`config.mk`:
```
export PLATFORM = sky130hd
export DESIGN_NAME = ifw_identify_words
export DESIGN_NICKNAME = d
export VERILOG_FILES = /design/src/rtl/ifw_pkg.sv /design/src/rtl/ifw_udma_select.sv /design/src/rtl/ifw_identify_words.sv
export SDC_FILE = /design/constraint.sdc
export NUM_CORES = 1
export LEC_CHECK = 0
export BUFFER_PORTS_ARGS = -buffer_cell sky130_fd_sc_hd__buf_2
export CAP_MARGIN = 25
export CORE_ASPECT_RATIO = 0.5
export CORE_MARGIN = 1
export CORE_UTILIZATION = 49
export DETAILED_ROUTE_END_ITERATION = 7
export GPL_ROUTABILITY_DRIVEN = 0
export PLACE_DENSITY = 0.91
export SLEW_MARGIN = 10
export SYNTH_ARGS = -nofsm -noshare
export SYNTH_HDL_FRONTEND = slang
export SYNTH_HIERARCHICAL = 1
export SYNTH_SLANG_ARGS = --single-unit
export TNS_END_PERCENT = 20
```
`constraint.sdc`:
```
create_clock -name pclk -period 1.5 [get_ports pclk]
set_input_delay 0.225 -clock pclk [delete_from_list [all_inputs] [get_ports pclk]]
set_output_delay 0.225 -clock pclk [all_outputs]
set_load 0.02 [all_outputs]
```
`src/rtl/ifw_pkg.sv`:
```
// Constants for the identification feature word block
package ifw_pkg;

    // ------------------------------------------------------------
    // Bus geometry
    // ------------------------------------------------------------
    localparam int IFW_ADDR_W = 12;
    localparam int IFW_DATA_W = 32;
    localparam int IFW_WORD_W = 16;
    localparam int IFW_STRB_W = 4;
    localparam int IFW_BYTE_W = 8;

    // ------------------------------------------------------------
    // Identification word indices; byte address is four times these
    // ------------------------------------------------------------
    localparam logic [IFW_ADDR_W-1:0] IFW_IDX_SUPPORT_EXT = 12'h054;
    localparam logic [IFW_ADDR_W-1:0] IFW_IDX_ENABLED_ONE = 12'h055;
    localparam logic [IFW_ADDR_W-1:0] IFW_IDX_ENABLED_TWO = 12'h056;
    localparam logic [IFW_ADDR_W-1:0] IFW_IDX_DEFAULT = 12'h057;
    localparam logic [IFW_ADDR_W-1:0] IFW_IDX_UDMA_MODE = 12'h058;
    localparam int IFW_IDX_SHIFT = 2;

    // ------------------------------------------------------------
    // Control and status registers, byte addresses
    // ------------------------------------------------------------
    localparam logic [IFW_ADDR_W-1:0] IFW_ADDR_CTRL_ONE = 12'h000;
    localparam logic [IFW_ADDR_W-1:0] IFW_ADDR_CTRL_TWO = 12'h004;
    localparam logic [IFW_ADDR_W-1:0] IFW_ADDR_UDMA_SEL = 12'h008;
    localparam logic [IFW_ADDR_W-1:0] IFW_ADDR_STATUS = 12'h00C;

    // ------------------------------------------------------------
    // Fixed words: bit 15 zero, bit 14 one, rest reserved
    // ------------------------------------------------------------
    localparam logic [IFW_WORD_W-1:0] IFW_EXT_WORD_VALUE = 16'h4000;
    localparam logic [IFW_WORD_W-1:0] IFW_DEFAULT_WORD_VALUE = 16'h4000;

    // ------------------------------------------------------------
    // Enabled word one: writable enables (14,13,12,10..5,3..0)
    // Bits 15 and 11 obsolete and bit 4 always zero
    // ------------------------------------------------------------
    localparam logic [IFW_WORD_W-1:0] IFW_ONE_MASK = 16'h77EF;
    localparam logic [IFW_WORD_W-1:0] IFW_ONE_RESET = 16'h0000;
    localparam int IFW_ONE_LOOK_AHEAD = 6;
    localparam int IFW_ONE_WRITE_CACHE = 5;

    // ------------------------------------------------------------
    // Enabled word two: writable enables (9,5,4,3,2) and fixed bits
    // ------------------------------------------------------------
    localparam logic [IFW_WORD_W-1:0] IFW_TWO_MASK = 16'h023C;
    localparam logic [IFW_WORD_W-1:0] IFW_TWO_RESET = 16'h0000;
    localparam int IFW_TWO_SET_MAX = 8;
    localparam int IFW_TWO_SPINUP = 6;
    localparam int IFW_TWO_QUEUED = 1;
    localparam int IFW_TWO_MICROCODE = 0;

    // ------------------------------------------------------------
    // Ultra DMA mode word layout and select register fields
    // ------------------------------------------------------------
    localparam int IFW_UDMA_MODES = 5;
    localparam int IFW_UDMA_MODE_W = 3;
    localparam int IFW_UDMA_SEL_LSB = 8;
    localparam int IFW_UDMA_SUP_LSB = 0;
    localparam int IFW_SEL_MODE_LSB = 0;
    localparam int IFW_SEL_ENABLE = 3;

    // ------------------------------------------------------------
    // Status register fields
    // ------------------------------------------------------------
    localparam int IFW_ST_REJECT = 0;
    localparam int IFW_ST_SET_MAX = 1;
    localparam int IFW_ST_MODE_LSB = 4;
    localparam int IFW_ST_ACTIVE = 7;

endpackage : ifw_pkg

```
`src/rtl/ifw_udma_select.sv`:
```
// Ultra DMA mode selection state and its word fields
`timescale 1ns/10ps
module ifw_udma_select
    import ifw_pkg::*;
#(
    parameter bit UDMA_SUPPORTED = 1'b1,
    parameter int UDMA_MAX_MODE = 2
) (
    input wire logic pclk,
    input wire logic presetn,
    input wire logic sel_write,
    input wire logic sel_enable,
    input wire logic [IFW_UDMA_MODE_W-1:0] sel_mode,
    output logic mode_active,
    output logic [IFW_UDMA_MODE_W-1:0] mode_current,
    output logic [IFW_UDMA_MODES-1:0] select_bits,
    output logic [IFW_UDMA_MODES-1:0] support_bits,
    output logic reject
);

    // ------------------------------------------------------------
    // Supported modes
    // ------------------------------------------------------------
    localparam logic [IFW_UDMA_MODE_W-1:0] MAX_MODE = IFW_UDMA_MODE_W'(UDMA_MAX_MODE);

    // Mode n supported implies all lower modes supported
    always_comb begin
        for (int i = 0; i < IFW_UDMA_MODES; i++) begin
            support_bits[i] = UDMA_SUPPORTED && (i <= UDMA_MAX_MODE);
        end
    end

    // ------------------------------------------------------------
    // Selection state
    // ------------------------------------------------------------
    logic next_mode_active;
    logic [IFW_UDMA_MODE_W-1:0] next_mode_current;

    // An unsupported mode is refused so the word never shows it selected
    assign reject = sel_write && sel_enable && (!UDMA_SUPPORTED || sel_mode > MAX_MODE);

    always_comb begin
        next_mode_active = mode_active;
        next_mode_current = mode_current;
        if (sel_write && !reject) begin
            next_mode_active = sel_enable;
            next_mode_current = sel_enable ? sel_mode : '0;
        end
    end

    always_ff @(posedge pclk or negedge presetn) begin
        if (!presetn) begin
            mode_active <= 1'b0;
            mode_current <= '0;
        end else begin
            mode_active <= next_mode_active;
            mode_current <= next_mode_current;
        end
    end

    // Exactly one selected bit while a mode is active, none otherwise
    always_comb begin
        for (int i = 0; i < IFW_UDMA_MODES; i++) begin
            select_bits[i] = mode_active && (mode_current == IFW_UDMA_MODE_W'(i));
        end
    end

endmodule : ifw_udma_select

```
`src/rtl/ifw_identify_words.sv`:
```
// Identification feature words 84 to 88 with their APB register bank
//
// Operation
// - Word 85 bits 14,13,12,10,9 show NOP, buffer, protected area, reset enables.
// - Word 85 bits 8 and 7 show service and release interrupt enables.
// - Word 85 bits 6 and 5 show look-ahead and write cache enables.
// - Word 85 bit 4 always zero; obsolete bits 15 and 11 read zero.
// - Word 85 bits 3..0 show power, removable, security and SMART enables.
// - Word 86 bit 9 shows acoustic management enable; bits 15..10 reserved.
// - Word 86 bit 8 sets once set-max password extension is enabled.
// - Word 86 bit 6 set when spin-up needs a set-features subcommand.
// - Word 86 bits 5..2 show standby, status notify, advanced power, CFA.
// - Word 86 bits 1 and 0 show queued DMA and microcode support.
// - Word 88 bits 12..8 one-hot mark the selected Ultra DMA mode.
// - Word 88 bits 4..0 mark Ultra DMA modes supported, fixed.
`timescale 1ns/10ps
module ifw_identify_words
    import ifw_pkg::*;
#(
    parameter bit QUEUED_DMA_SUPPORTED = 1'b0,
    parameter bit MICROCODE_SUPPORTED = 1'b0,
    parameter bit UDMA_SUPPORTED = 1'b1,
    parameter int UDMA_MAX_MODE = 2
) (
    input wire logic pclk,
    input wire logic presetn,
    input wire logic [IFW_ADDR_W-1:0] paddr,
    input wire logic psel,
    input wire logic penable,
    input wire logic pwrite,
    input wire logic [IFW_DATA_W-1:0] pwdata,
    input wire logic [IFW_STRB_W-1:0] pstrb,
    output logic [IFW_DATA_W-1:0] prdata,
    output logic pready,
    output logic pslverr,
    input wire logic spinup_cmd_required,
    input wire logic set_max_password_done,
    output logic look_ahead_enable,
    output logic write_cache_enable,
    output logic udma_active,
    output logic [IFW_UDMA_MODE_W-1:0] udma_mode
);

    // ------------------------------------------------------------
    // Address helpers
    // ------------------------------------------------------------

    // Byte address of an identification word index
    function automatic logic [IFW_ADDR_W-1:0] ifw_word_addr(
        input logic [IFW_ADDR_W-1:0] idx
    );
        ifw_word_addr = IFW_ADDR_W'(idx << IFW_IDX_SHIFT);
    endfunction : ifw_word_addr

    // Word-aligned match; the two low address bits are ignored
    function automatic logic ifw_hit(
        input logic [IFW_ADDR_W-1:0] addr,
        input logic [IFW_ADDR_W-1:0] target
    );
        ifw_hit = (addr[IFW_ADDR_W-1:IFW_IDX_SHIFT] == target[IFW_ADDR_W-1:IFW_IDX_SHIFT]);
    endfunction : ifw_hit

    // Merge the two low byte lanes of a write into a 16-bit register
    function automatic logic [IFW_WORD_W-1:0] ifw_merge(
        input logic [IFW_WORD_W-1:0] old,
        input logic [IFW_DATA_W-1:0] wdata,
        input logic [IFW_STRB_W-1:0] strb,
        input logic [IFW_WORD_W-1:0] mask
    );
        logic [IFW_WORD_W-1:0] merged;
        merged = old;
        if (strb[0]) begin
            merged[IFW_BYTE_W-1:0] = wdata[IFW_BYTE_W-1:0];
        end
        if (strb[1]) begin
            merged[IFW_WORD_W-1:IFW_BYTE_W] = wdata[IFW_WORD_W-1:IFW_BYTE_W];
        end
        ifw_merge = merged & mask;
    endfunction : ifw_merge

    // ------------------------------------------------------------
    // Bus phases
    // ------------------------------------------------------------
    logic setup_phase;
    logic write_access;
    logic hit_ctrl_one;
    logic hit_ctrl_two;
    logic hit_udma_sel;
    logic hit_status;
    logic hit_ext;
    logic hit_en_one;
    logic hit_en_two;
    logic hit_default;
    logic hit_udma_word;
    logic hit_read_only;
    logic hit_any;

    // Writes land on the access edge, read data is prepared at setup
    assign setup_phase = psel && !penable;
    assign write_access = psel && penable && pwrite;

    // Decode shared by the read and write paths
    assign hit_ctrl_one = ifw_hit(paddr, IFW_ADDR_CTRL_ONE);
    assign hit_ctrl_two = ifw_hit(paddr, IFW_ADDR_CTRL_TWO);
    assign hit_udma_sel = ifw_hit(paddr, IFW_ADDR_UDMA_SEL);
    assign hit_status = ifw_hit(paddr, IFW_ADDR_STATUS);
    assign hit_ext = ifw_hit(paddr, ifw_word_addr(IFW_IDX_SUPPORT_EXT));
    assign hit_en_one = ifw_hit(paddr, ifw_word_addr(IFW_IDX_ENABLED_ONE));
    assign hit_en_two = ifw_hit(paddr, ifw_word_addr(IFW_IDX_ENABLED_TWO));
    assign hit_default = ifw_hit(paddr, ifw_word_addr(IFW_IDX_DEFAULT));
    assign hit_udma_word = ifw_hit(paddr, ifw_word_addr(IFW_IDX_UDMA_MODE));
    assign hit_read_only = hit_ext || hit_en_one || hit_en_two || hit_default
        || hit_udma_word || hit_status;
    assign hit_any = hit_read_only || hit_ctrl_one || hit_ctrl_two || hit_udma_sel;

    // Data is registered at setup, so no wait state is needed
    assign pready = 1'b1;

    // ------------------------------------------------------------
    // Feature enable state
    // ------------------------------------------------------------
    logic [IFW_WORD_W-1:0] ctrl_one;
    logic [IFW_WORD_W-1:0] ctrl_two;
    logic set_max_enabled;
    logic reject_flag;
    logic [IFW_WORD_W-1:0] next_ctrl_one;
    logic [IFW_WORD_W-1:0] next_ctrl_two;
    logic next_set_max_enabled;
    logic next_reject_flag;
    logic udma_reject;
    logic reject_clear;

    // Status bit clears on a one written to it
    assign reject_clear = write_access && hit_status && pstrb[0] && pwdata[IFW_ST_REJECT];

    // Software writes the enables; masking keeps fixed bits out of them
    always_comb begin
        next_ctrl_one = ctrl_one;
        next_ctrl_two = ctrl_two;
        if (write_access && hit_ctrl_one) begin
            next_ctrl_one = ifw_merge(ctrl_one, pwdata, pstrb, IFW_ONE_MASK);
        end
        if (write_access && hit_ctrl_two) begin
            next_ctrl_two = ifw_merge(ctrl_two, pwdata, pstrb, IFW_TWO_MASK);
        end
        // Once enabled the extension stays until the next presetn reset
        next_set_max_enabled = set_max_enabled || set_max_password_done;
        // A new refusal wins over a clear in the same cycle
        next_reject_flag = (reject_flag && !reject_clear) || udma_reject;
    end

    always_ff @(posedge pclk or negedge presetn) begin
        if (!presetn) begin
            ctrl_one <= IFW_ONE_RESET;
            ctrl_two <= IFW_TWO_RESET;
            set_max_enabled <= 1'b0;
            reject_flag <= 1'b0;
        end else begin
            ctrl_one <= next_ctrl_one;
            ctrl_two <= next_ctrl_two;
            set_max_enabled <= next_set_max_enabled;
            reject_flag <= next_reject_flag;
        end
    end

    // Enables the rest of the device acts on
    assign look_ahead_enable = ctrl_one[IFW_ONE_LOOK_AHEAD];
    assign write_cache_enable = ctrl_one[IFW_ONE_WRITE_CACHE];

    // ------------------------------------------------------------
    // Ultra DMA selection
    // ------------------------------------------------------------
    logic [IFW_UDMA_MODES-1:0] udma_select_bits;
    logic [IFW_UDMA_MODES-1:0] udma_support_bits;

    ifw_udma_select #(
        .UDMA_SUPPORTED(UDMA_SUPPORTED),
        .UDMA_MAX_MODE(UDMA_MAX_MODE)
    ) u_udma_select (
        .pclk(pclk),
        .presetn(presetn),
        .sel_write(write_access && hit_udma_sel && pstrb[0]),
        .sel_enable(pwdata[IFW_SEL_ENABLE]),
        .sel_mode(pwdata[IFW_SEL_MODE_LSB +: IFW_UDMA_MODE_W]),
        .mode_active(udma_active),
        .mode_current(udma_mode),
        .select_bits(udma_select_bits),
        .support_bits(udma_support_bits),
        .reject(udma_reject)
    );

    // ------------------------------------------------------------
    // Identification word contents
    // ------------------------------------------------------------
    logic [IFW_WORD_W-1:0] word_ext;
    logic [IFW_WORD_W-1:0] word_en_one;
    logic [IFW_WORD_W-1:0] word_en_two;
    logic [IFW_WORD_W-1:0] word_default;
    logic [IFW_WORD_W-1:0] word_udma;
    logic [IFW_WORD_W-1:0] status_word;

    // Constant words; nothing can write them
    assign word_ext = IFW_EXT_WORD_VALUE;
    assign word_default = IFW_DEFAULT_WORD_VALUE;

    // Enables pass straight through so a read sees the present state
    assign word_en_one = ctrl_one & IFW_ONE_MASK;

    // Live enables, latched extension, strap level and fixed support bits
    always_comb begin
        word_en_two = ctrl_two & IFW_TWO_MASK;
        word_en_two[IFW_TWO_SET_MAX] = set_max_enabled;
        word_en_two[IFW_TWO_SPINUP] = spinup_cmd_required;
        word_en_two[IFW_TWO_QUEUED] = QUEUED_DMA_SUPPORTED;
        word_en_two[IFW_TWO_MICROCODE] = MICROCODE_SUPPORTED;
    end

    // Selected mode on top, fixed support field below, reserved bits zero
    always_comb begin
        word_udma = '0;
        word_udma[IFW_UDMA_SEL_LSB +: IFW_UDMA_MODES] = udma_select_bits;
        word_udma[IFW_UDMA_SUP_LSB +: IFW_UDMA_MODES] = udma_support_bits;
    end

    // Software view of the block's own state
    always_comb begin
        status_word = '0;
        status_word[IFW_ST_REJECT] = reject_flag;
        status_word[IFW_ST_SET_MAX] = set_max_enabled;
        status_word[IFW_ST_MODE_LSB +: IFW_UDMA_MODE_W] = udma_mode;
        status_word[IFW_ST_ACTIVE] = udma_active;
    end

    // ------------------------------------------------------------
    // Read data and error response
    // ------------------------------------------------------------
    logic [IFW_DATA_W-1:0] next_prdata;
    logic next_pslverr;
    logic [IFW_WORD_W-1:0] read_word;

    // Read mux; unmapped reads return zero
    always_comb begin
        read_word = '0;
        if (hit_ext) begin
            read_word = word_ext;
        end else if (hit_en_one) begin
            read_word = word_en_one;
        end else if (hit_en_two) begin
            read_word = word_en_two;
        end else if (hit_default) begin
            read_word = word_default;
        end else if (hit_udma_word) begin
            read_word = word_udma;
        end else if (hit_ctrl_one) begin
            read_word = ctrl_one;
        end else if (hit_ctrl_two) begin
            read_word = ctrl_two;
        end else if (hit_udma_sel) begin
            read_word[IFW_SEL_MODE_LSB +: IFW_UDMA_MODE_W] = udma_mode;
            read_word[IFW_SEL_ENABLE] = udma_active;
        end else if (hit_status) begin
            read_word = status_word;
        end
    end

    // Capture at setup so the access phase sees stable registered data;
    // writes to identification words are refused with an error
    always_comb begin
        next_prdata = prdata;
        next_pslverr = pslverr;
        if (setup_phase) begin
            next_prdata = pwrite ? '0 : {{(IFW_DATA_W-IFW_WORD_W){1'b0}}, read_word};
            next_pslverr = !hit_any || (pwrite && hit_read_only && !hit_status)
                || (pwrite && hit_udma_sel && pwdata[IFW_SEL_ENABLE]
                    && (!UDMA_SUPPORTED
                        || pwdata[IFW_SEL_MODE_LSB +: IFW_UDMA_MODE_W]
                           > IFW_UDMA_MODE_W'(UDMA_MAX_MODE)));
        end
    end

    always_ff @(posedge pclk or negedge presetn) begin
        if (!presetn) begin
            prdata <= '0;
            pslverr <= 1'b0;
        end else begin
            prdata <= next_prdata;
            pslverr <= next_pslverr;
        end
    end

endmodule : ifw_identify_words

```
==> impl_metrics.prom, run 1 <==
# TYPE chip_impl_metric gauge
chip_impl_metric{name="grt.overflow.total",unit=""} 0
chip_impl_metric{name="dpl-instance-area",unit="um^2"} 3150
chip_impl_metric{name="synth-seq-area-share",unit="%"} 40.1
chip_impl_info{name="yosysTopAreaCell",value="sky130_fd_sc_hd__dfrtp_1"} 1
chip_impl_metric{name="die_width",unit="um"} 103
chip_impl_metric{name="route.final.wire_length",unit="um"} 10700
chip_impl_metric{name="timing.critical_path.slowest_cell_delay",unit="ns"} 0.30
chip_impl_metric{name="post-route-drc-count",unit=""} 5
chip_impl_metric{name="max_ir_drop_vdd",unit="mV"} 0.358
chip_impl_metric{name="finalCritPeriodShare",unit="%"} 113
chip_impl_info{name="ys_top_cells_by_area",value="sky130_fd_sc_hd__dfrtp_1, sky130_fd_sc_hd__mux2_2, sky130_fd_sc_hd__buf_4, sky130_fd_sc_hd__a32o_1, sky130_fd_sc_hd__nand2_1"} 1
chip_impl_metric{name="final.setup.tns",unit="ns"} -1.72
chip_impl_metric{name="yosysWarnings",unit=""} 6
chip_impl_metric{name="finalHoldWorstSlack",unit="ns"} 0.119
chip_impl_metric{name="share_of_cells_above_drive_strength_1",unit="%"} 49.6
chip_impl_info{name="critical_path.endpoint_type",value="flop"} 1
chip_impl_info{name="cp_max_delay_cell",value="sky130_fd_sc_hd__nor4_2"} 1
chip_impl_metric{name="num_cts_buffers",unit=""} 5
chip_impl_metric{name="grt_start_max_net_pins",unit=""} 41
chip_impl_metric{name="initialDrtViolationCount",unit=""} 488
chip_impl_metric{name="floorplan.rows",unit=""} 17
chip_impl_info{name="most-common-layout-cells",value="sky130_fd_sc_hd__buf_4, sky130_fd_sc_hd__buf_2, sky130_fd_sc_hd__dfrtp_1"} 1
chip_impl_metric{name="hold_violations",unit=""} 0
chip_impl_metric{name="synth-edff-count",unit=""} 0
chip_impl_metric{name="synth_area_per_cell",unit="um^2"} 9.71
chip_impl_metric{name="synth_area",unit="um^2"} 2490
chip_impl_metric{name="clock_sink_count",unit=""} 40
chip_impl_metric{name="routed_wire_length_per_instance",unit="um"} 24.8
chip_impl_metric{name="final_setup_slack_of_the_worst_path",unit="ns"} -0.188
chip_impl_metric{name="die_y",unit="um"} 52.5
chip_impl_metric{name="design_area",unit="um^2"} 3550
chip_impl_metric{name="layout.core_utilization",unit="%"} 76.6
chip_impl_metric{name="nets",unit=""} 421
chip_impl_info{name="cp-startpoint",value="paddr[11]"} 1
chip_impl_metric{name="synth_seq_cells",unit=""} 40
chip_impl_metric{name="diodes",unit=""} 0
chip_impl_info{name="setup.worst_path.start_class",value="primary input"} 1
chip_impl_metric{name="synthDominantCellAreaShare",unit="%"} 40.1
chip_impl_info{name="worst_setup_path_type",value="primary input to flop"} 1
chip_impl_metric{name="grt_pass1_vias",unit=""} 2698
chip_impl_info{name="min_path_type",value="primary input to flop"} 1
chip_impl_metric{name="finClkSkew",unit="ns"} 0.00945
chip_impl_metric{name="slew_violations",unit=""} 0
chip_impl_info{name="synth-main-ff-cell",value="sky130_fd_sc_hd__dfrtp_1"} 1
chip_impl_metric{name="routed_vias_inst",unit=""} 6.87
chip_impl_info{name="cts_tree",value="done"} 1
chip_impl_info{name="outcome",value="complete, but fails checks"} 1
chip_impl_metric{name="worstPathArrival",unit="ns"} 1.88
chip_impl_metric{name="route.antenna.remaining_nets",unit=""} 0
chip_impl_metric{name="ctsLongestPathBuffers",unit=""} 2
chip_impl_metric{name="worst_pin_slew",unit="ns"} 0.510
chip_impl_info{name="hold_start",value="set_max_password_done"} 1
chip_impl_info{name="grt_setup_unrepaired",value="yes"} 1
chip_impl_metric{name="antenna_found_initial",unit=""} 0
chip_impl_info{name="violations",value="DRC, setup timing"} 1
chip_impl_metric{name="max_slew_margin",unit="%"} 66.0
chip_impl_metric{name="port_buffers",unit=""} 54
chip_impl_metric{name="max_freq",unit="MHz"} 592
chip_impl_metric{name="count_of_different_cell_masters_after_synthesis",unit=""} 54
chip_impl_metric{name="cts.clk_slew.worst_paths",unit="ns"} 0.08
chip_impl_metric{name="top_level_i_o_count",unit=""} 95
chip_impl_metric{name="setup_viol_count_final",unit=""} 27
chip_impl_metric{name="dp_hpwl",unit="um"} 6000
chip_impl_metric{name="areaGrowthSynthToFinish",unit="%"} 42.4
chip_impl_metric{name="grt_first_pass_wirelength",unit="um"} 14200
chip_impl_metric{name="detailroute.via_count",unit=""} 2975
chip_impl_metric{name="htreeDepth",unit=""} 2
chip_impl_info{name="cell_at_the_root_of_the_clock_tree",value="sky130_fd_sc_hd__clkbuf_8"} 1
chip_impl_metric{name="die_area",unit="um^2"} 5400
chip_impl_info{name="worstReg2RegStart",value="u_udma_select/mode_current[1]"} 1
chip_impl_metric{name="power_density",unit="nW/um^2"} 671
chip_impl_metric{name="design.core.area",unit="um^2"} 4640
chip_impl_metric{name="synthCells",unit=""} 257
chip_impl_metric{name="combined_global_route_utilization_of_all_metal_layers",unit="%"} 36.6
chip_impl_metric{name="effective_utilization_at_floorplan",unit="%"} 53.8
chip_impl_metric{name="async_reset_ff_share",unit="%"} 100
chip_impl_info{name="final_common_cell",value="sky130_fd_sc_hd__buf_4"} 1
chip_impl_metric{name="cp_data_required_time",unit="ns"} 1.69
chip_impl_metric{name="clock_latency",unit="ns"} 0.30
chip_impl_metric{name="min_period",unit="ns"} 1.69
chip_impl_metric{name="cap_violations",unit=""} 0
chip_impl_metric{name="drt-pass1-iter-count",unit=""} 8
chip_impl_metric{name="static-leakage-power",unit="nW"} 1.72
chip_impl_info{name="crit_path_cell_trace",value="buf_2 -> buf_4 -> nor4_2 -> buf_4 -> nand3_1 -> o22ai_1 -> o22ai_1 -> a32o_1"} 1
chip_impl_metric{name="critical_path.max_fanout",unit=""} 4
## metal layers
layer,wire length (um),up-vias,part of all wire [%],global-route usage (%)
met1,3770,1344,35,45.8
met5,0,-,0,0
met2,4310,343,40,57.1
met3,1580,149,15,12.1
li1,-,1139,-,-
met4,1060,0,9.9,19.0
## stage by stage
| step | cells | worst slack [ns] | power, mW |
|---|---|---|---|
| 2_1_floorplan | 276 | -0.212 | 1.29 |
| 3_3_place_gp | 416 | -0.309 | 1.39 |
| 3_5_place_dp | 416 | -0.403 | 1.40 |
| 4_1_cts | 431 | -0.0471 | 2.35 |
| 5_1_grt | 433 | -0.218 | 2.46 |
| 6_report | 433 | -0.188 | 2.38 |
## synthesized netlist by cell type (all sizes together) (4+ instances only)
cell    number
dfrtp       40
buf         33
mux2        18
nand2       17
a21oi       12
o21ai       12
nor2        11
a32o        10
nand3        8
clkbuf       5
inv          5
nand4        5
nor2b        5
nor4b        5
o22ai        5
a21boi       4
a22o         4
conb         4
nand2b       4
nor3         4
nor4         4
## critical path: cells and delay by family
| kind | cells | cell delay (ns) |
|---|---|---|
| AOI/OAI and AO/OA | 3 | 0.74 |
| buffers and inverters | 3 | 0.42 |
| and+or+nand+nor | 2 | 0.48 |
## repair_timing
item	4_1_cts	5_1_grt
hold endpoints to repair	31	0
setup endpoints to repair	24	34
hold buffers	1	0
pin swaps	5	9
setup buffers	7	3
gates resized for setup	11	38
## cell type report
class                           count  area, um^2
Inverter                            5        18.8
Tap cell                           66        82.6
Multi-Input combinational cell    193        1510
Clock buffer                        6        82.6
Clock inverter                      2        38.8
Sequential cell                    40        1000
Timing Repair Buffer              121         816
Fill cell                         248        1080
## path summary, 6_finish.rpt
kind / endpoint / slack [ns] / depth (start not counted)
worst max-delay path: prdata[3] / -0.19 / 8
worst min-delay path: set_max_enabled / 0.12 / 2
worst max register to register: prdata[10] / -0.15 / 5
worst min register to register: prdata[0] / 0.50 / 1
max in group asynchronous: u_udma_select/mode_current[2] / 0.62 / 3
min in group asynchronous: prdata[3] / 0.51 / 3
## sequential cells by signal (all words and copies together), names as in the netlist
register	count
ctrl_one	13
ctrl_two	5
prdata	15
pslverr	1
reject_flag	1
set_max_enabled	1
u_udma_select/mode_active	1
u_udma_select/mode_current	3
## power breakdown
group / internal, mW / total [mW] / switching (mW)
Clock: 0.544 / 0.941 / 0.397
Sequential: 1.08 / 1.08 / 0.00239
Combinational: 0.126 / 0.360 / 0.234
Total: 1.75 / 2.38 / 0.633
## cell families (layout without fill, tap and decap cells)
group           after synthesis  in the layout  share of synthesized area (%)
xor+xnor                      1              1                          0.351
flops                        40             40                           40.1
other cells                   4             23                          0.602
compound gates               72             72                           21.2
simple gates                 77             77                           18.4
mux                          20             20                           8.93
buf+inv                      43            134                           10.4
Power figures use the tool's default switching activity.
==> run 2, diff against run 1 <==
- CTS_CLUSTER_SIZE: not set -> 25
- SETUP_SLACK_MARGIN: not set -> 0.3
- TNS_END_PERCENT: 20 -> 50
==> run 2 against run 1 <==
Compared with the run above:
- the flow still finishes with violations (DRC, setup timing)
- core utilization grew 7.4 points
- clock skew grew 0.0034 ns
- critical path depth shrank 1
- first-iteration DRC count grew 50%
- global-route usage grew 9.4 points
- largest cell class unchanged
==> impl_metrics.prom, run 2 (same netlist as run 1, synthesis figures left out) <==
# TYPE chip_impl_metric gauge
chip_impl_metric{name="routed_vias_inst",unit=""} 7.37
chip_impl_metric{name="setup_viol_count_final",unit=""} 25
chip_impl_metric{name="detailroute.wirelength.met2",unit="um"} 4940
chip_impl_metric{name="finalPower",unit="mW"} 2.46
chip_impl_info{name="critical_path.endpoint_type",value="flop"} 1
chip_impl_info{name="largest_register",value="prdata"} 1
chip_impl_metric{name="slew_violations",unit=""} 0
chip_impl_metric{name="drt-pass1-iter-count",unit=""} 8
chip_impl_metric{name="cp_data_required_time",unit="ns"} 1.69
chip_impl_info{name="cp_max_delay_cell",value="sky130_fd_sc_hd__nor4_4"} 1
chip_impl_info{name="violations",value="DRC, setup timing"} 1
chip_impl_metric{name="finalHoldWorstSlack",unit="ns"} 0.127
chip_impl_metric{name="route.final.wire_length",unit="um"} 13000
chip_impl_metric{name="nets",unit=""} 426
chip_impl_metric{name="share_of_cells_above_drive_strength_1",unit="%"} 56.2
chip_impl_metric{name="finClkSkew",unit="ns"} 0.0129
chip_impl_metric{name="critical_path_buf_inv_count",unit=""} 2
chip_impl_metric{name="post-route-drc-count",unit=""} 106
chip_impl_metric{name="grt_first_pass_wirelength",unit="um"} 17300
chip_impl_info{name="crit_path_cell_trace",value="buf_6 -> nor4_4 -> nand2_4 -> buf_6 -> nor4b_2 -> o221ai_1 -> a21oi_1"} 1
chip_impl_info{name="worst_setup_path_type",value="primary input to flop"} 1
chip_impl_metric{name="areaGrowthSynthToFinish",unit="%"} 56.2
chip_impl_metric{name="antenna_found_initial",unit=""} 0
chip_impl_metric{name="combined_global_route_utilization_of_all_metal_layers",unit="%"} 46.0
chip_impl_info{name="cts_tree",value="done"} 1
chip_impl_info{name="final_common_cell",value="sky130_fd_sc_hd__buf_4"} 1
chip_impl_metric{name="dp_hpwl",unit="um"} 6210
chip_impl_info{name="critical-path-top-cell-by-count",value="sky130_fd_sc_hd__buf_6"} 1
chip_impl_metric{name="initialDrtViolationCount",unit=""} 730
chip_impl_info{name="most-common-layout-cells",value="sky130_fd_sc_hd__buf_4, sky130_fd_sc_hd__buf_2, sky130_fd_sc_hd__dfrtp_1"} 1
chip_impl_metric{name="min_period",unit="ns"} 1.84
chip_impl_metric{name="cts.clk_slew.worst_paths",unit="ns"} 0.10
chip_impl_info{name="grt_setup_unrepaired",value="yes"} 1
chip_impl_info{name="routed.top_layer",value="met4"} 1
chip_impl_metric{name="grt_pass1_vias",unit=""} 3004
chip_impl_metric{name="hold_violations",unit=""} 0
chip_impl_metric{name="detailroute.via_count",unit=""} 3229
chip_impl_metric{name="design.core.area",unit="um^2"} 4640
chip_impl_metric{name="wl_met1",unit="um"} 4570
chip_impl_metric{name="top_level_i_o_count",unit=""} 95
chip_impl_metric{name="flip_flop_count_of_the_largest_register_all_copies_and_words_added",unit=""} 15
chip_impl_metric{name="die_y",unit="um"} 52.5
chip_impl_metric{name="final_setup_slack_of_the_worst_path",unit="ns"} -0.335
chip_impl_metric{name="route.antenna.remaining_nets",unit=""} 0
chip_impl_metric{name="routed_wire_length_per_instance",unit="um"} 29.6
chip_impl_metric{name="worst_pin_slew",unit="ns"} 0.563
chip_impl_metric{name="finalCritPeriodShare",unit="%"} 122
chip_impl_metric{name="layout.core_utilization",unit="%"} 84.0
chip_impl_metric{name="port_buffers",unit=""} 54
chip_impl_metric{name="max_freq",unit="MHz"} 545
chip_impl_metric{name="static-leakage-power",unit="nW"} 1.84
chip_impl_info{name="cpLargestDelayFamily",value="simple AND/OR/NAND/NOR gates"} 1
chip_impl_metric{name="met3_wirelength",unit="um"} 2170
chip_impl_metric{name="die_width",unit="um"} 103
chip_impl_metric{name="clock_sink_count",unit=""} 40
chip_impl_metric{name="effective_utilization_at_floorplan",unit="%"} 53.8
chip_impl_info{name="outcome",value="complete, but fails checks"} 1
chip_impl_info{name="reg.largest.list",value="prdata: 15 flops, ctrl_one: 13 flops, ctrl_two: 5 flops"} 1
chip_impl_metric{name="timing.critical_path.slowest_cell_delay",unit="ns"} 0.41
chip_impl_metric{name="clock_latency",unit="ns"} 0.32
chip_impl_metric{name="diodes",unit=""} 0
chip_impl_metric{name="post-place-ws",unit="ns"} -0.412
chip_impl_metric{name="critical_path.max_fanout",unit=""} 6
chip_impl_metric{name="power_density",unit="nW/um^2"} 632
chip_impl_metric{name="num_cts_buffers",unit=""} 5
chip_impl_metric{name="max_slew_margin",unit="%"} 62.3
chip_impl_info{name="min_path_type",value="primary input to flop"} 1
chip_impl_info{name="cell_at_the_root_of_the_clock_tree",value="sky130_fd_sc_hd__clkbuf_8"} 1
chip_impl_metric{name="die_area",unit="um^2"} 5400
chip_impl_metric{name="floorplan.rows",unit=""} 17
chip_impl_metric{name="grt_start_max_net_pins",unit=""} 41
chip_impl_info{name="setup.worst_path.start_class",value="primary input"} 1
chip_impl_metric{name="grt.overflow.total",unit=""} 0
chip_impl_metric{name="htreeDepth",unit=""} 2
chip_impl_metric{name="worstPathArrival",unit="ns"} 2.02
chip_impl_metric{name="max_ir_drop_vdd",unit="mV"} 0.434
chip_impl_metric{name="cap_violations",unit=""} 0
chip_impl_metric{name="ctsLongestPathBuffers",unit=""} 2
[run 2: cell types whose count changed in the layout (fill, tap and decap cells not counted), sizes merged]
cell	change
inv	+1
buf	+5
clkinv	-1
clkinvlp	+1
clkbuf	-1
[run 2: report_power, final]
group | internal (mW) | switching (mW) | total (mW)
clock network | 0.502 | 0.477 | 0.980
logic | 0.142 | 0.260 | 0.402
registers | 1.08 | 0.00258 | 1.08
[run 2: area by class of cell]
type	count	area [um^2]
inverters	5	21.3
clock inverters	3	46.3
multi-input cells	193	1740
flip-flops and latches	40	1000
repair buffers	126	932
well taps	66	82.6
clock buffers	5	68.8
fillers	202	741
[run 2: final timing paths]
path	from	end	slack, ns	cells after the start
min in group asynchronous	presetn	prdata[2]	0.53	3
max in group asynchronous	presetn	u_udma_select/mode_current[1]	0.57	3
worst min-delay path	set_max_password_done	set_max_enabled	0.13	2
worst max register to register	u_udma_select/mode_current[1]	prdata[10]	-0.16	5
worst min register to register	prdata[14]	prdata[14]	0.52	1
worst max-delay path	paddr[8]	pslverr	-0.34	7
[run 2: routing by layer]
metal	up-vias	GRT usage, %
met4	0	31.0
met3	168	23.1
met5	-	7.69
met1	1492	53.7
li1	1151	-
met2	418	66.0
[run 2: stage by stage]
stage	std cells	instance area (um^2)	TNS, ns
detailed placement	416	3190	-10.69
global placement	416	3190	-9.23
finish	438	3900	-1.88
CTS	431	3660	-0.0113
floorplan	276	2650	-2.92
global route	438	3900	-3.79
[run 2: what timing repair did]
| item | CTS | global route |
|---|---|---|
| gates cloned | 0 | 0 |
| pin swaps | 29 | 21 |
| endpoints found under the setup margin | 43 | 43 |
| hold endpoints to repair | 40 | 0 |
| buffers inserted | 6 | 7 |
| resized for setup | 77 | 35 |
| hold buffers | 1 | 0 |
==> run 3, diff against run 2 <==
- REMOVE_ABC_BUFFERS: not set -> 1
- clock period: 1.5 -> 1.7 ns (I/O delays scaled with it)
==> run 3 against run 2 <==
Compared with the run above:
- the run ends with setup timing left
- wire length down 19%
- worst setup slack improved by 0.32 ns
- clock power is 32% lower
- power down 21%
- core utilization is 7.5 points lower
- global-route usage shrank 10 points
- non-clock buffer count down 15
- first-iteration DRC count decreased by 36%
- sequential power is 12% lower
- largest cell class unchanged
- highest routed layer unchanged
==> impl_metrics.prom, run 3 (same netlist as run 1, synthesis figures left out) <==
# TYPE chip_impl_metric gauge
chip_impl_metric{name="grt.overflow.total",unit=""} 0
chip_impl_metric{name="grt_start_max_net_pins",unit=""} 41
chip_impl_metric{name="design.core.area",unit="um^2"} 4640
chip_impl_info{name="crit_path_cell_trace",value="buf_2 -> nand4_1 -> nor4_4 -> buf_4 -> nor4bb_2 -> o21ai_1 -> o21ai_0"} 1
chip_impl_metric{name="max_slew_margin",unit="%"} 64.1
chip_impl_metric{name="detailroute.via_count",unit=""} 2958
chip_impl_info{name="largest_register",value="prdata"} 1
chip_impl_metric{name="flip_flop_count_of_the_largest_register_all_copies_and_words_added",unit=""} 15
chip_impl_metric{name="max_ir_drop_vdd",unit="mV"} 0.283
chip_impl_metric{name="drt-pass1-iter-count",unit=""} 7
chip_impl_metric{name="die_y",unit="um"} 52.5
chip_impl_info{name="grt_setup_unrepaired",value="yes"} 1
chip_impl_metric{name="clock_latency",unit="ns"} 0.30
chip_impl_metric{name="dp_hpwl",unit="um"} 5350
chip_impl_metric{name="grt_first_pass_wirelength",unit="um"} 14000
chip_impl_metric{name="routed_wire_length_per_instance",unit="um"} 24.8
chip_impl_metric{name="min_period",unit="ns"} 1.71
chip_impl_metric{name="critical_path_buf_inv_count",unit=""} 2
chip_impl_metric{name="area.sequential",unit="um^2"} 1000
chip_impl_metric{name="finalPower",unit="mW"} 1.95
chip_impl_metric{name="die_area",unit="um^2"} 5400
chip_impl_metric{name="static-leakage-power",unit="nW"} 1.67
chip_impl_metric{name="route.antenna.remaining_nets",unit=""} 0
chip_impl_metric{name="cap_violations",unit=""} 0
chip_impl_metric{name="power_density",unit="nW/um^2"} 551
chip_impl_metric{name="combined_global_route_utilization_of_all_metal_layers",unit="%"} 36.0
chip_impl_metric{name="final.setup.tns",unit="ns"} -0.0338
chip_impl_metric{name="cp_data_required_time",unit="ns"} 1.91
chip_impl_info{name="most-common-layout-cells",value="sky130_fd_sc_hd__buf_2, sky130_fd_sc_hd__buf_4, sky130_fd_sc_hd__dfrtp_1"} 1
chip_impl_info{name="outcome",value="complete, but fails checks"} 1
chip_impl_metric{name="hold_violations",unit=""} 0
chip_impl_metric{name="die_width",unit="um"} 103
chip_impl_metric{name="num_cts_buffers",unit=""} 5
chip_impl_info{name="violations",value="setup timing"} 1
chip_impl_info{name="cp_max_delay_cell",value="sky130_fd_sc_hd__nor4_4"} 1
chip_impl_metric{name="cts.hold.buffers_added",unit=""} 0
chip_impl_metric{name="slew_violations",unit=""} 0
chip_impl_info{name="setup.worst_path.start_class",value="primary input"} 1
chip_impl_info{name="worstReg2RegStart",value="u_udma_select/mode_current[1]"} 1
chip_impl_metric{name="ctsLongestPathBuffers",unit=""} 2
chip_impl_metric{name="antenna_found_initial",unit=""} 0
chip_impl_metric{name="multi_input_area",unit="um^2"} 1580
chip_impl_metric{name="worst_pin_slew",unit="ns"} 0.539
chip_impl_info{name="critical_path.endpoint_type",value="flop"} 1
chip_impl_metric{name="areaGrowthSynthToFinish",unit="%"} 42.2
chip_impl_metric{name="routed_vias_inst",unit=""} 6.99
chip_impl_metric{name="top_level_i_o_count",unit=""} 95
chip_impl_info{name="cts_tree",value="done"} 1
chip_impl_metric{name="final_setup_slack_of_the_worst_path",unit="ns"} -0.0137
chip_impl_metric{name="timing.critical_path.slowest_cell_delay",unit="ns"} 0.47
chip_impl_metric{name="share_of_cells_above_drive_strength_1",unit="%"} 50.1
chip_impl_metric{name="finalCritPeriodShare",unit="%"} 101
chip_impl_metric{name="finalHoldWorstSlack",unit="ns"} 0.0306
chip_impl_metric{name="fillers",unit=""} 258
chip_impl_metric{name="dpl-instance-area",unit="um^2"} 3000
chip_impl_metric{name="floorplan.rows",unit=""} 17
chip_impl_metric{name="finClkSkew",unit="ns"} 0.00805
chip_impl_metric{name="setup_viol_count_final",unit=""} 3
chip_impl_metric{name="port_buffers",unit=""} 54
chip_impl_info{name="final_common_cell",value="sky130_fd_sc_hd__buf_2"} 1
chip_impl_info{name="min_path_type",value="primary input to async pin"} 1
chip_impl_metric{name="cts.clk_slew.worst_paths",unit="ns"} 0.08
chip_impl_metric{name="effective_utilization_at_floorplan",unit="%"} 53.8
chip_impl_metric{name="grt_pass1_vias",unit=""} 2623
chip_impl_metric{name="nets",unit=""} 411
chip_impl_metric{name="post-route-drc-count",unit=""} 0
chip_impl_metric{name="worstPathArrival",unit="ns"} 1.92
chip_impl_metric{name="max_freq",unit="MHz"} 584
chip_impl_metric{name="design_area",unit="um^2"} 3550
chip_impl_info{name="cell_at_the_root_of_the_clock_tree",value="sky130_fd_sc_hd__clkbuf_8"} 1
chip_impl_metric{name="clock_sink_count",unit=""} 40
chip_impl_info{name="cp-startpoint",value="pwrite"} 1
chip_impl_metric{name="diodes",unit=""} 0
chip_impl_info{name="reg.largest.list",value="prdata: 15 flops, ctrl_one: 13 flops, ctrl_two: 5 flops"} 1
chip_impl_info{name="cpLargestDelayFamily",value="simple AND/OR/NAND/NOR gates"} 1
chip_impl_metric{name="route.final.wire_length",unit="um"} 10500
chip_impl_metric{name="htreeDepth",unit=""} 2
chip_impl_metric{name="critical_path.max_fanout",unit=""} 5
chip_impl_info{name="worst_setup_path_type",value="primary input to flop"} 1
chip_impl_metric{name="initialDrtViolationCount",unit=""} 464
[run 3: changes by cell type in the layout (fill, tap and decap cells not counted), moves of 3 or more]
cell / delta
sky130_fd_sc_hd__o21ai_0: +3
sky130_fd_sc_hd__nor2_1: +3
sky130_fd_sc_hd__nand3_2: -3
sky130_fd_sc_hd__mux2_2: +7
sky130_fd_sc_hd__buf_6: -11
sky130_fd_sc_hd__mux2_4: -7
sky130_fd_sc_hd__nand3_1: +3
sky130_fd_sc_hd__buf_4: -6
sky130_fd_sc_hd__nor2_4: -4
[run 3: final cells by class]
| type | count | share of cell area [%] |
|---|---|---|
| Multi-Input combinational cell | 193 | 44.4 |
| Tap cell | 66 | 2.33 |
| Inverter | 5 | 0.600 |
| Clock buffer | 8 | 2.54 |
| Timing Repair Buffer | 111 | 21.8 |
| Sequential cell | 40 | 28.3 |
[run 3: per-layer routing]
| metal | GRT usage, % | vias up | routed length [um] |
|---|---|---|---|
| li1 | - | 1114 | - |
| met4 | 20.2 | 0 | 836 |
| met1 | 45.9 | 1365 | 3780 |
| met5 | 0 | - | 0 |
| met2 | 53.6 | 346 | 4210 |
| met3 | 12.5 | 133 | 1650 |
[run 3: repair_timing]
action,CTS,global route
resized for setup,39,40
pin swaps,13,18
setup endpoints to repair,37,39
buffers inserted,7,7
[run 3: where the power goes]
| group | total [mW] | switching, mW | internal (mW) |
|---|---|---|---|
| Sequential | 0.955 | 0.00206 | 0.953 |
| Clock | 0.671 | 0.340 | 0.332 |
| Combinational | 0.328 | 0.212 | 0.116 |
| Total | 1.95 | 0.554 | 1.40 |
[run 3: per-stage QoR]
step	setup slack [ns]	std cells	util, %
floorplan	-0.274	238	-
global placement	-0.154	401	64.7
detailed placement	-0.354	401	64.7
CTS	0.154	416	71.7
global route	-0.0290	423	76.5
finish	-0.0137	423	76.5
[run 3: final timing paths]
kind,end,slack [ns],cells after the start
max in group asynchronous,ctrl_one[8],1.27,2
min,u_udma_select/mode_current[2],0.03,2
min reg2reg,prdata[2],0.50,1
max reg2reg,prdata[5],0.04,6
min in group pclk,set_max_enabled,0.15,2
max,u_udma_select/mode_current[1],-0.01,7
[run 3: worst reg2reg max path, delay by kind of cell, from the launching register on]
family | cells | cell delay (ns)
AOI/OAI and AO/OA | 3 | 0.66
DFF | 1 | 0.56
buffers and inverters | 1 | 0.21
and+or+nand+nor | 2 | 0.17
